===== src/rtl/ss_alu_pkg.sv =====
// Package with operation codes, widths and flag layout for the shift/subtract slice.
package ss_alu_pkg;

  // ----------------------------------------
  // Widths and field positions
  // ----------------------------------------
  localparam int DATA_W = 16;
  localparam int LIT5_W = 5;
  localparam int LIT10_W = 10;
  localparam int NIB_MSB = 3;
  localparam int SHAMT_W = 4;
  localparam int DATA_MSB = 15;
  localparam logic [15:0] ZERO_WORD = 16'h0000;
  localparam logic [15:0] WORD_MASK = 16'hffff;

  // ----------------------------------------
  // Operation and operand selections
  // ----------------------------------------
  typedef enum logic [2:0] {
    shift_left_op = 3'b000,
    subtract_op = 3'b001,
    subtract_borrow_op = 3'b010,
    reverse_subtract_op = 3'b011,
    reverse_subtract_borrow_op = 3'b100
  } op_e;

  typedef enum logic [2:0] {
    form_file = 3'b000,
    form_file_default_working_register = 3'b001,
    form_lit10 = 3'b010,
    form_reg_reg = 3'b011,
    form_reg_lit5 = 3'b100
  } form_e;

  typedef struct packed {
    logic carry;
    logic digit_carry_flag;
    logic negative;
    logic overflow_flag;
    logic zero;
  } flags_s;

  typedef struct packed {
    logic valid;
    op_e op;
    form_e form;
    logic [15:0] file_value;
    logic [15:0] default_working_register;
    logic [15:0] base_register;
    logic [15:0] source_register;
    logic [9:0] lit10;
    logic [4:0] lit5;
  } req_s;

  typedef struct packed {
    logic valid;
    logic to_file;
    logic to_default_working_register;
    logic to_dest;
    logic [15:0] result;
    flags_s flags;
    flags_s flag_write;
  } res_s;

endpackage


===== src/rtl/shift_subtract_alu.sv =====
// One-cycle shift-left and subtract datapath slice of the processor core.
// How it works
// - Register-count shift: base shifted by count register, only N and Z.
// - Literal shift: base shifted left by 5-bit literal, only N and Z.
// - File borrow subtract: f minus W minus not C, back to file.
// - Same with working register destination; file left unchanged.
// - Literal borrow subtract: Wn minus lit10 minus not C into Wn.
// - Three-register borrow subtract: base minus source minus not C.
// - Short literal borrow subtract: base minus lit5 minus not C.
// - File reverse borrow subtract: W minus f minus not C, to file.
// - Same with working register destination.
// - Three-register reverse: source minus base minus not C.
// - Literal reverse: lit5 minus base minus not C, all five flags.
`timescale 1ns/1ps
module shift_subtract_alu (
  // Clock and reset
  input wire logic clk,
  input wire logic nrst,
  // Request from decode and register file
  input wire ss_alu_pkg::req_s req,
  input wire logic carry_in,
  // Result to register file and status register
  output ss_alu_pkg::res_s res
);
  import ss_alu_pkg::*;

  // ----------------------------------------
  // Operand selection
  // ----------------------------------------
  logic [15:0] opa;
  logic [15:0] opb;
  logic [15:0] diff;
  logic [15:0] shifted;
  logic use_carry;
  logic is_shift;
  flags_s sub_flags;
  res_s next_res;

  function automatic logic [15:0] second_operand(input req_s r);
    logic [15:0] v;
    v = r.default_working_register;
    unique case (r.form)
      form_file, form_file_default_working_register: v = r.default_working_register;
      form_lit10: v = {6'h00, r.lit10};
      form_reg_reg: v = r.source_register;
      form_reg_lit5: v = {11'h000, r.lit5};
    endcase
    return v;
  endfunction

  function automatic logic [15:0] first_operand(input req_s r);
    logic [15:0] v;
    v = r.base_register;
    unique case (r.form)
      form_file, form_file_default_working_register: v = r.file_value;
      form_lit10: v = r.base_register;
      form_reg_reg, form_reg_lit5: v = r.base_register;
    endcase
    return v;
  endfunction

  always_comb begin
    is_shift = (req.op == shift_left_op);
    use_carry = (req.op == subtract_borrow_op)
      || (req.op == reverse_subtract_borrow_op);
    opa = first_operand(req);
    opb = second_operand(req);
    if ((req.op == reverse_subtract_op)
        || (req.op == reverse_subtract_borrow_op)) begin
      opa = second_operand(req);
      opb = first_operand(req);
    end
  end

  // Plain forms present a set carry so no borrow enters.
  ss_sub_core u_sub (
    .minuend(opa),
    .subtrahend(opb),
    .carry_in(use_carry ? carry_in : 1'b1),
    .diff(diff),
    .flags(sub_flags)
  );

  // ----------------------------------------
  // Shift and result assembly
  // ----------------------------------------
  always_comb begin
    shifted = req.base_register;
    if (req.form == form_reg_lit5) begin
      shifted = req.base_register << req.lit5;
    end else begin
      shifted = req.base_register << req.source_register[SHAMT_W-1:0];
    end
    next_res = '0;
    next_res.valid = req.valid;
    if (is_shift) begin
      next_res.result = shifted;
      next_res.to_dest = 1'b1;
      next_res.flags.negative = shifted[DATA_MSB];
      next_res.flags.zero = (shifted == ZERO_WORD);
      next_res.flag_write.negative = 1'b1;
      next_res.flag_write.zero = 1'b1;
    end else begin
      next_res.result = diff;
      next_res.flags = sub_flags;
      next_res.flag_write = '1;
      next_res.to_file = (req.form == form_file);
      next_res.to_default_working_register = (req.form == form_file_default_working_register);
      next_res.to_dest = (req.form == form_lit10)
        || (req.form == form_reg_reg) || (req.form == form_reg_lit5);
    end
  end

  // ----------------------------------------
  // Result register
  // ----------------------------------------
  always_ff @(posedge clk) begin
    if (!nrst) begin
      res <= '0;
    end else if (req.valid) begin
      res <= next_res;
    end else begin
      res <= '0;
    end
  end

  // ----------------------------------------
  // Checks
  // ----------------------------------------
  shift_flags_a: assert property (@(posedge clk) disable iff (!nrst)
    req.valid && req.op == shift_left_op |=> res.valid
      && res.flag_write == 5'b00101)
    else $error("shift updates wrong flags");

  lit_shift_a: assert property (@(posedge clk) disable iff (!nrst)
    req.valid && req.op == shift_left_op && req.form == form_reg_lit5
      |=> res.result == ($past(req.base_register)
      << $past(req.lit5)))
    else $error("literal shift result wrong");

  file_borrow_a: assert property (@(posedge clk) disable iff (!nrst)
    req.valid && req.op == subtract_borrow_op && req.form == form_file
      |=> res.to_file && !res.to_default_working_register && res.result ==
      16'($past(req.file_value) - $past(req.default_working_register)
      - {15'h0000, !$past(carry_in)}))
    else $error("file borrow subtract wrong");

  default_working_register_borrow_a: assert property (@(posedge clk) disable iff (!nrst)
    req.valid && req.op == subtract_borrow_op
      && req.form == form_file_default_working_register |=> res.to_default_working_register && !res.to_file)
    else $error("working destination not honoured");

  lit10_borrow_a: assert property (@(posedge clk) disable iff (!nrst)
    req.valid && req.op == subtract_borrow_op && req.form == form_lit10
      |=> res.to_dest && res.result == 16'($past(req.base_register)
      - {6'h00, $past(req.lit10)} - {15'h0000, !$past(carry_in)}))
    else $error("lit10 borrow subtract wrong");

  reg_borrow_a: assert property (@(posedge clk) disable iff (!nrst)
    req.valid && req.op == subtract_borrow_op && req.form == form_reg_reg
      |=> res.result == 16'($past(req.base_register)
      - $past(req.source_register) - {15'h0000, !$past(carry_in)}))
    else $error("register borrow subtract wrong");

  rev_lit_a: assert property (@(posedge clk) disable iff (!nrst)
    req.valid && req.op == reverse_subtract_borrow_op
      && req.form == form_reg_lit5 |=> res.result ==
      16'({11'h000, $past(req.lit5)} - $past(req.base_register)
      - {15'h0000, !$past(carry_in)}))
    else $error("reverse literal subtract wrong");

  rev_file_a: assert property (@(posedge clk) disable iff (!nrst)
    req.valid && req.op == reverse_subtract_borrow_op
      && req.form == form_file |=> res.to_file && res.result ==
      16'($past(req.default_working_register) - $past(req.file_value)
      - {15'h0000, !$past(carry_in)}))
    else $error("reverse file subtract wrong");

  plain_carry_a: assert property (@(posedge clk) disable iff (!nrst)
    req.valid && req.op == subtract_op && req.form == form_reg_reg
      |=> res.flags.carry == ($past(req.base_register)
      >= $past(req.source_register)))
    else $error("plain subtract carry wrong");

  count_shift_a: assert property (@(posedge clk) disable iff (!nrst)
    req.valid && req.op == shift_left_op && req.form != form_reg_lit5
      |=> res.to_dest && res.result == ($past(req.base_register)
      << $past(req.source_register[SHAMT_W-1:0])))
    else $error("count register shift result wrong");

  shift_nz_a: assert property (@(posedge clk) disable iff (!nrst)
    req.valid && req.op == shift_left_op
      |=> res.flags.negative == res.result[DATA_MSB]
      && res.flags.zero == (res.result == ZERO_WORD))
    else $error("shift flag values wrong");

  short_lit_a: assert property (@(posedge clk) disable iff (!nrst)
    req.valid && req.op == subtract_borrow_op && req.form == form_reg_lit5
      |=> res.to_dest && res.result == 16'($past(req.base_register)
      - {11'h000, $past(req.lit5)} - {15'h0000, !$past(carry_in)}))
    else $error("short literal borrow subtract wrong");

  rev_default_working_register_a: assert property (@(posedge clk) disable iff (!nrst)
    req.valid && req.op == reverse_subtract_borrow_op
      && req.form == form_file_default_working_register |=> res.to_default_working_register && !res.to_file
      && res.result == 16'($past(req.default_working_register)
      - $past(req.file_value) - {15'h0000, !$past(carry_in)}))
    else $error("reverse working destination wrong");

  rev_reg_a: assert property (@(posedge clk) disable iff (!nrst)
    req.valid && req.op == reverse_subtract_borrow_op
      && req.form == form_reg_reg |=> res.to_dest && res.result ==
      16'($past(req.source_register) - $past(req.base_register)
      - {15'h0000, !$past(carry_in)}))
    else $error("reverse register subtract wrong");

  nib_carry_a: assert property (@(posedge clk) disable iff (!nrst)
    req.valid && req.op == subtract_op && req.form == form_reg_reg
      |=> res.flags.digit_carry_flag
      == ($past(req.base_register[NIB_MSB:0])
      >= $past(req.source_register[NIB_MSB:0])))
    else $error("digit carry not inverted borrow");

  plain_reg_a: assert property (@(posedge clk) disable iff (!nrst)
    req.valid && req.op == subtract_op && req.form == form_reg_reg
      |=> res.result == 16'($past(req.base_register)
      - $past(req.source_register)))
    else $error("plain subtract result wrong");

endmodule


===== src/rtl/ss_sub_core.sv =====
// Combinational subtract core with inverted-borrow carry and flag generation.
`timescale 1ns/1ps
module ss_sub_core (
  // Operands
  input wire logic [15:0] minuend,
  input wire logic [15:0] subtrahend,
  input wire logic carry_in,
  // Result
  output logic [15:0] diff,
  output ss_alu_pkg::flags_s flags
);
  import ss_alu_pkg::*;

  logic [16:0] full;
  logic [4:0] low;

  // Adding the inverted subtrahend plus carry gives a - b - !c; carry out is
  // then set exactly when no borrow occurred.
  always_comb begin
    full = {1'b0, minuend} + {1'b0, ~subtrahend} + {16'h0000, carry_in};
    low = {1'b0, minuend[NIB_MSB:0]} + {1'b0, ~subtrahend[NIB_MSB:0]}
      + {4'h0, carry_in};
    diff = full[DATA_MSB:0];
    flags.carry = full[DATA_W];
    flags.digit_carry_flag = low[NIB_MSB + 1];
    flags.negative = diff[DATA_MSB];
    flags.overflow_flag = (minuend[DATA_MSB] != subtrahend[DATA_MSB])
      && (diff[DATA_MSB] != minuend[DATA_MSB]);
    flags.zero = (diff == ZERO_WORD);
  end

endmodule


===== config.mk =====
export PLATFORM = sky130hd
export DESIGN_NAME = shift_subtract_alu
export DESIGN_NICKNAME = d
export VERILOG_FILES = /design/src/rtl/ss_alu_pkg.sv /design/src/rtl/shift_subtract_alu.sv /design/src/rtl/ss_sub_core.sv
export SDC_FILE = /design/constraint.sdc
export NUM_CORES = 1
export LEC_CHECK = 0
export ABC_AREA = 1
export BUFFER_PORTS_ARGS = -buffer_cell sky130_fd_sc_hd__buf_2
export CORE_UTILIZATION = 52
export DETAILED_ROUTE_END_ITERATION = 12
export PLACE_DENSITY = 0.89
export SKIP_LAST_GASP = 1
export SLEW_MARGIN = 20
export SYNTH_ARGS = -nofsm -noshare
export SYNTH_HDL_FRONTEND = slang
export SYNTH_SLANG_ARGS = --single-unit
export TNS_END_PERCENT = 20

===== constraint.sdc =====
create_clock -name clk -period 4.2 [get_ports clk]
set_clock_uncertainty 0.1 [all_clocks]
set_input_delay 0.21 -clock clk [delete_from_list [all_inputs] [get_ports clk]]
set_output_delay 0.21 -clock clk [all_outputs]
set_load 0.005 [all_outputs]

==> out/metrics.yaml, run 1 <==
power_density_nw_per_um2: 296
cts.repair.resized: 0
cp.arrival_ps: 3740
fp.coreArea_um2: 6310
slew_violations: 0
hold_violations: 0
routed_via_density: 5.63
fmax_ghz: 0.277
rsz0062_at_grt: "no"
critPathMaxStageDelay_ps: 510
cap_violations: 0
fin_tns_setup_ps: 0
drt-total-wl_um: 11200
postPlaceCellArea_um2: 3950
seq_area_um2: 500
synth_top_flop_cell: "dfxtp_1"
grt-ovfl-total: 0
grt_pass1_vias: 3823
slowest_stage: "fa_1"
cts_tree: "done"
netlist.top_cell.by_area: "nand2_1"
synth_area_um2: 3380
synthTopCellsByArea: "nand2_1, dfxtp_1, nand3_1"
routedWlPerCell_um: 14.6
syn2layout_area_growth_pct: 18.3
grtUsageTotal: 0.344
grt_max_degree: 58
finalInstanceArea_um2: 4000
ir_worst_vdd_v: 0.000245
dr.pass1.iters: 7
synth-edff-count: 0
path_class: "input pin to flip-flop"
grt_first_pass_wirelength_um: 17800
clock-root-buffer: "clkbuf_8"
crit_chain: "buf_2, nor3_1, inv_1, nand3_2, buf_4, nand2_1, o21ai_0, o21ai_0, fa_1, fa_1, nand2_1, nand2_1, o21ai_0, o21ai_0, xnor2_1, nand3_1, nor2_1, nand2_1, nor2_1, nand3_1, a21oi_1"
drtIter0Drc: 448
cts_made_buffers: 3
detail-route-antenna-nets: 0
die-area_um2: 6830
worst_slew_pin_slew_ps: 803
postCtsSetupBuffers: 0
ys_seq_area_frac: 0.148
htree_levels: 1
hp-class: "input pin to flip-flop"
regMostFlops: "res"
holdWs_ps: 103
dp_cells: 764
drc_errors: 0
portBuffers: 118
die_y_um: 82.6
globalplace.congestion: 1.00
vias: 4326
cp_num_buf_inv: 3
crit_path_end_kind: "flip-flop"
ys_seq_elements: 25
rows: 29
cp-start-kind: "input pin"
timing.final.crit_share: 0.860
dp_hpwl_um: 9140
final_common_cell: "nand2_1"
cts_hold_buffers: 0
die_w_um: 82.6
syn-instance-count: 593
period_minus_slack_ps: 3610
multiInputGateArea_um2: 2510
async_flop_share: 0
critical_path.top_delay_family: "simple AND/OR/NAND/NOR gates"
io_pins: 119
clkSinkCount: 25
syn-num-nets: 699
initial_core_util: 0.535
synth_top_area_share: 0.207
largest_reg_flops: 25
cts.clk_slew.worst_paths_ps: 120
p_leak_nw: 2.14
fin_nets: 798
syn-mean-instance-area_um2: 5.70
crit_fanout: 31
slew_headroom: 0.463
fin_util: 0.633
fillCellCount: 650
cp_data_required_time_ps: 4330
status: "finished clean"
drive_gt1_frac: 0.216
setup_viol: 0
largestRegisters: "res x25"
finalNonFillerCells: 769
antenna_found_initial: 0
yosys.cell_types.count: 41
cts_buffer_depth: 2
ys_warn_count: 0
mostFrequentLayoutCells: "nand2_1, buf_2, nand3_1, o21ai_0, inv_1"
[path summary, 6_finish.rpt]
kind,startpoint,end,slack [ps],cells past startpoint
max,req[81],res[5]$_SDFF_PN0_,590,21
min,req[80],res[27]$_SDFF_PP0_,100,2
[Yosys cell counts, types with 6 or more instances]
cell type,instances
a21oi_1,19
a22o_1,8
buf_4,8
clkbuf_1,13
dfxtp_1,25
ha_1,15
inv_1,50
nand2_1,186
nand3_1,94
nand4_1,6
nor2_1,39
o21ai_0,63
o22ai_1,6
xor2_1,10
[power by group]
part / switching, mW / internal (mW) / total [mW]
Clock: 0.0998 / 0.0677 / 0.167
Combinational: 0.476 / 0.268 / 0.744
Sequential: 0.00668 / 0.266 / 0.273
[routing by layer]
layer / routed length (µm) / vias to the layer above / global-route usage
met5: 0 / - / 0
met4: 526 / 0 / 0.172
met3: 1010 / 29 / 0.0516
met2: 5130 / 206 / 0.576
met1: 4540 / 1930 / 0.426
li1: - / 2161 / -
[layout make-up]
type | instances | share of cell area
Multi-Input combinational cell | 484 | 0.629
Clock inverter | 1 | 0.00188
Sequential cell | 25 | 0.125
Tap cell | 77 | 0.0241
Timing Repair Buffer | 122 | 0.155
Inverter | 56 | 0.0532
Clock buffer | 3 | 0.0103
Antenna cell | 1 | 0.000626
[kinds of logic after synthesis]
kind of cell    count (synthesis)  share of synthesized area
flops                          25                      0.148
buf+inv                        84                      0.111
compound gates                105                      0.174
simple gates                  349                      0.465
fa+ha+maj                      17                     0.0674
xor+xnor                       12                     0.0311
mux                             1                    0.00296
[per-stage QoR]
stage | power, mW | worst slack [ps]
finish | 1.18 | 587
CTS | 1.17 | 629
detailed placement | 1.01 | 344
global route | 1.29 | 263
global placement | 0.989 | 587
floorplan | 0.798 | 695
Power figures use the tool's default switching activity.
==> inputs of run 2 (changes only) <==
--- a/config.mk
+++ b/config.mk
@@ -7,6 +7,7 @@
 export LEC_CHECK = 0
 export ABC_AREA = 1
 export BUFFER_PORTS_ARGS = -buffer_cell sky130_fd_sc_hd__buf_2
+export CORE_MARGIN = 5
 export CORE_UTILIZATION = 52
 export DETAILED_ROUTE_END_ITERATION = 12
 export PLACE_DENSITY = 0.89
==> run 2 against run 1 <==
- maximum frequency rose by 1.2%
- die area increased by 20%
- final cell count down 0.13%
- worst setup slack improved by 42 ps
- highest routed layer unchanged
- sequential power is essentially flat
- sequential cell count did not move
- sequential share of layout area about the same
- count of clock-buffer cells in the layout did not move
- via count increased by 0.88%
- largest cell class unchanged
==> out/metrics.yaml, run 2 (synthesis results as in run 1) <==
rows: 29
cts_tree: "done"
crit_path_start: "req[81]"
regMostFlops: "res"
cts_buffer_depth: 2
finalInstanceArea_um2: 3990
grt_first_pass_wirelength_um: 18200
critPathMaxStageDelay_ps: 510
fillCellCount: 634
status: "finished clean"
ir_worst_vdd_v: 0.000211
critical_path.top_delay_family: "simple AND/OR/NAND/NOR gates"
cp-start-kind: "input pin"
fin_tns_setup_ps: 0
fmax_ghz: 0.280
final_common_cell: "nand2_1"
dp_slack_ps: 383
io_pins: 119
die_y_um: 90.6
mostFrequentLayoutCells: "nand2_1, buf_2, nand3_1, o21ai_0, inv_1"
clkSinkCount: 25
fin_nets: 798
postPlaceCellArea_um2: 3950
hold_violations: 0
clock-root-buffer: "clkbuf_8"
die_w_um: 90.6
largest_reg_flops: 25
grt_pass1_vias: 3947
cts.repair.resized: 0
hp-class: "input pin to flip-flop"
crit_chain: "buf_2, nor3_1, inv_1, nand3_2, buf_4, nand2_1, o21ai_0, o21ai_0, fa_1, fa_1, nand2_1, nand2_1, o21ai_0, xor2_1, nand2_1, nor2_1, nand3_1, nor2_1, nand2_1, nor2_1, nand3_1, a21oi_1"
p_leak_nw: 2.14
drtIter0Drc: 374
slowest_stage: "fa_1"
htree_levels: 1
cts_hold_buffers: 0
drt-total-wl_um: 11500
fin_ws_ps: 629
globalplace.congestion: 0.994
grt-ovfl-total: 0
path_class: "input pin to flip-flop"
cts_made_buffers: 3
crit_fanout: 31
vias: 4364
initial_core_util: 0.532
grtUsageTotal: 0.265
die-area_um2: 8210
syn2layout_area_growth_pct: 18.2
postCtsSetupBuffers: 0
endpoint: "res[5]$_SDFF_PN0_"
cap_violations: 0
cp_num_buf_inv: 3
antenna_found_initial: 0
period_minus_slack_ps: 3570
cp_data_required_time_ps: 4330
worst_slew_pin_slew_ps: 798
rsz0062_at_grt: "no"
routed_via_density: 5.68
slew_headroom: 0.466
diodes: 0
detail-route-antenna-nets: 0
crit_cells: 22
routedWlPerCell_um: 14.9
fp.coreArea_um2: 6350
setup_viol: 0
dp_hpwl_um: 9380
timing.final.crit_share: 0.850
power_density_nw_per_um2: 295
portBuffers: 118
drive_gt1_frac: 0.216
largestRegisters: "res x25"
crit_path_end_kind: "flip-flop"
dr.pass1.iters: 5
grt_max_degree: 58
path_common_cell: "nand2_1"
drc_errors: 0
holdWs_ps: 92.7
cp.arrival_ps: 3700
fin_util: 0.629
slew_violations: 0
cts.clk_slew.worst_paths_ps: 130
==> run 2: how the worst min path moves through the flow <==
stage               startpoint                  to  slack [ps]  depth (start not counted)
floorplan              req[80]  res[27]$_SDFF_PP0_         190                          1
global placement       req[80]  res[27]$_SDFF_PP0_         400                          2
detailed placement     req[80]  res[27]$_SDFF_PP0_         410                          2
CTS                    req[80]  res[27]$_SDFF_PP0_          90                          2
global route           req[80]  res[27]$_SDFF_PP0_         100                          2
finish                 req[80]  res[27]$_SDFF_PP0_          90                          2
==> run 2: per-stage QoR <==
stage / power, mW / instances
final: 1.18 / 768
after detailed placement: 1.00 / 764
after floorplan: 0.798 / 593
after global placement: 0.988 / 764
after CTS: 1.16 / 768
after global routing: 1.28 / 768
==> run 2: cell type report <==
type,instances,area [µm²],area share
Clock buffer,3,41.3,0.0103
Clock inverter,1,7.51,0.00188
Inverter,56,213,0.0533
Multi-Input combinational cell,484,2510,0.630
Sequential cell,25,500,0.125
Tap cell,77,96.3,0.0241
Timing Repair Buffer,122,621,0.155
==> run 2: layer usage <==
metal | up-vias | GRT usage | part of all wire
met5 | - | 0 | 0
met4 | 0 | 0.110 | 0.043
met3 | 34 | 0.0450 | 0.088
met2 | 230 | 0.438 | 0.46
met1 | 1939 | 0.337 | 0.41
li1 | 2161 | - | -
==> run 2: power breakdown <==
part / total (mW) / switching (mW) / internal, mW / leakage [nW]
clock network: 0.162 / 0.0944 / 0.0676 / 0.0217
registers: 0.273 / 0.00689 / 0.266 / 0.205
logic: 0.742 / 0.475 / 0.268 / 1.91
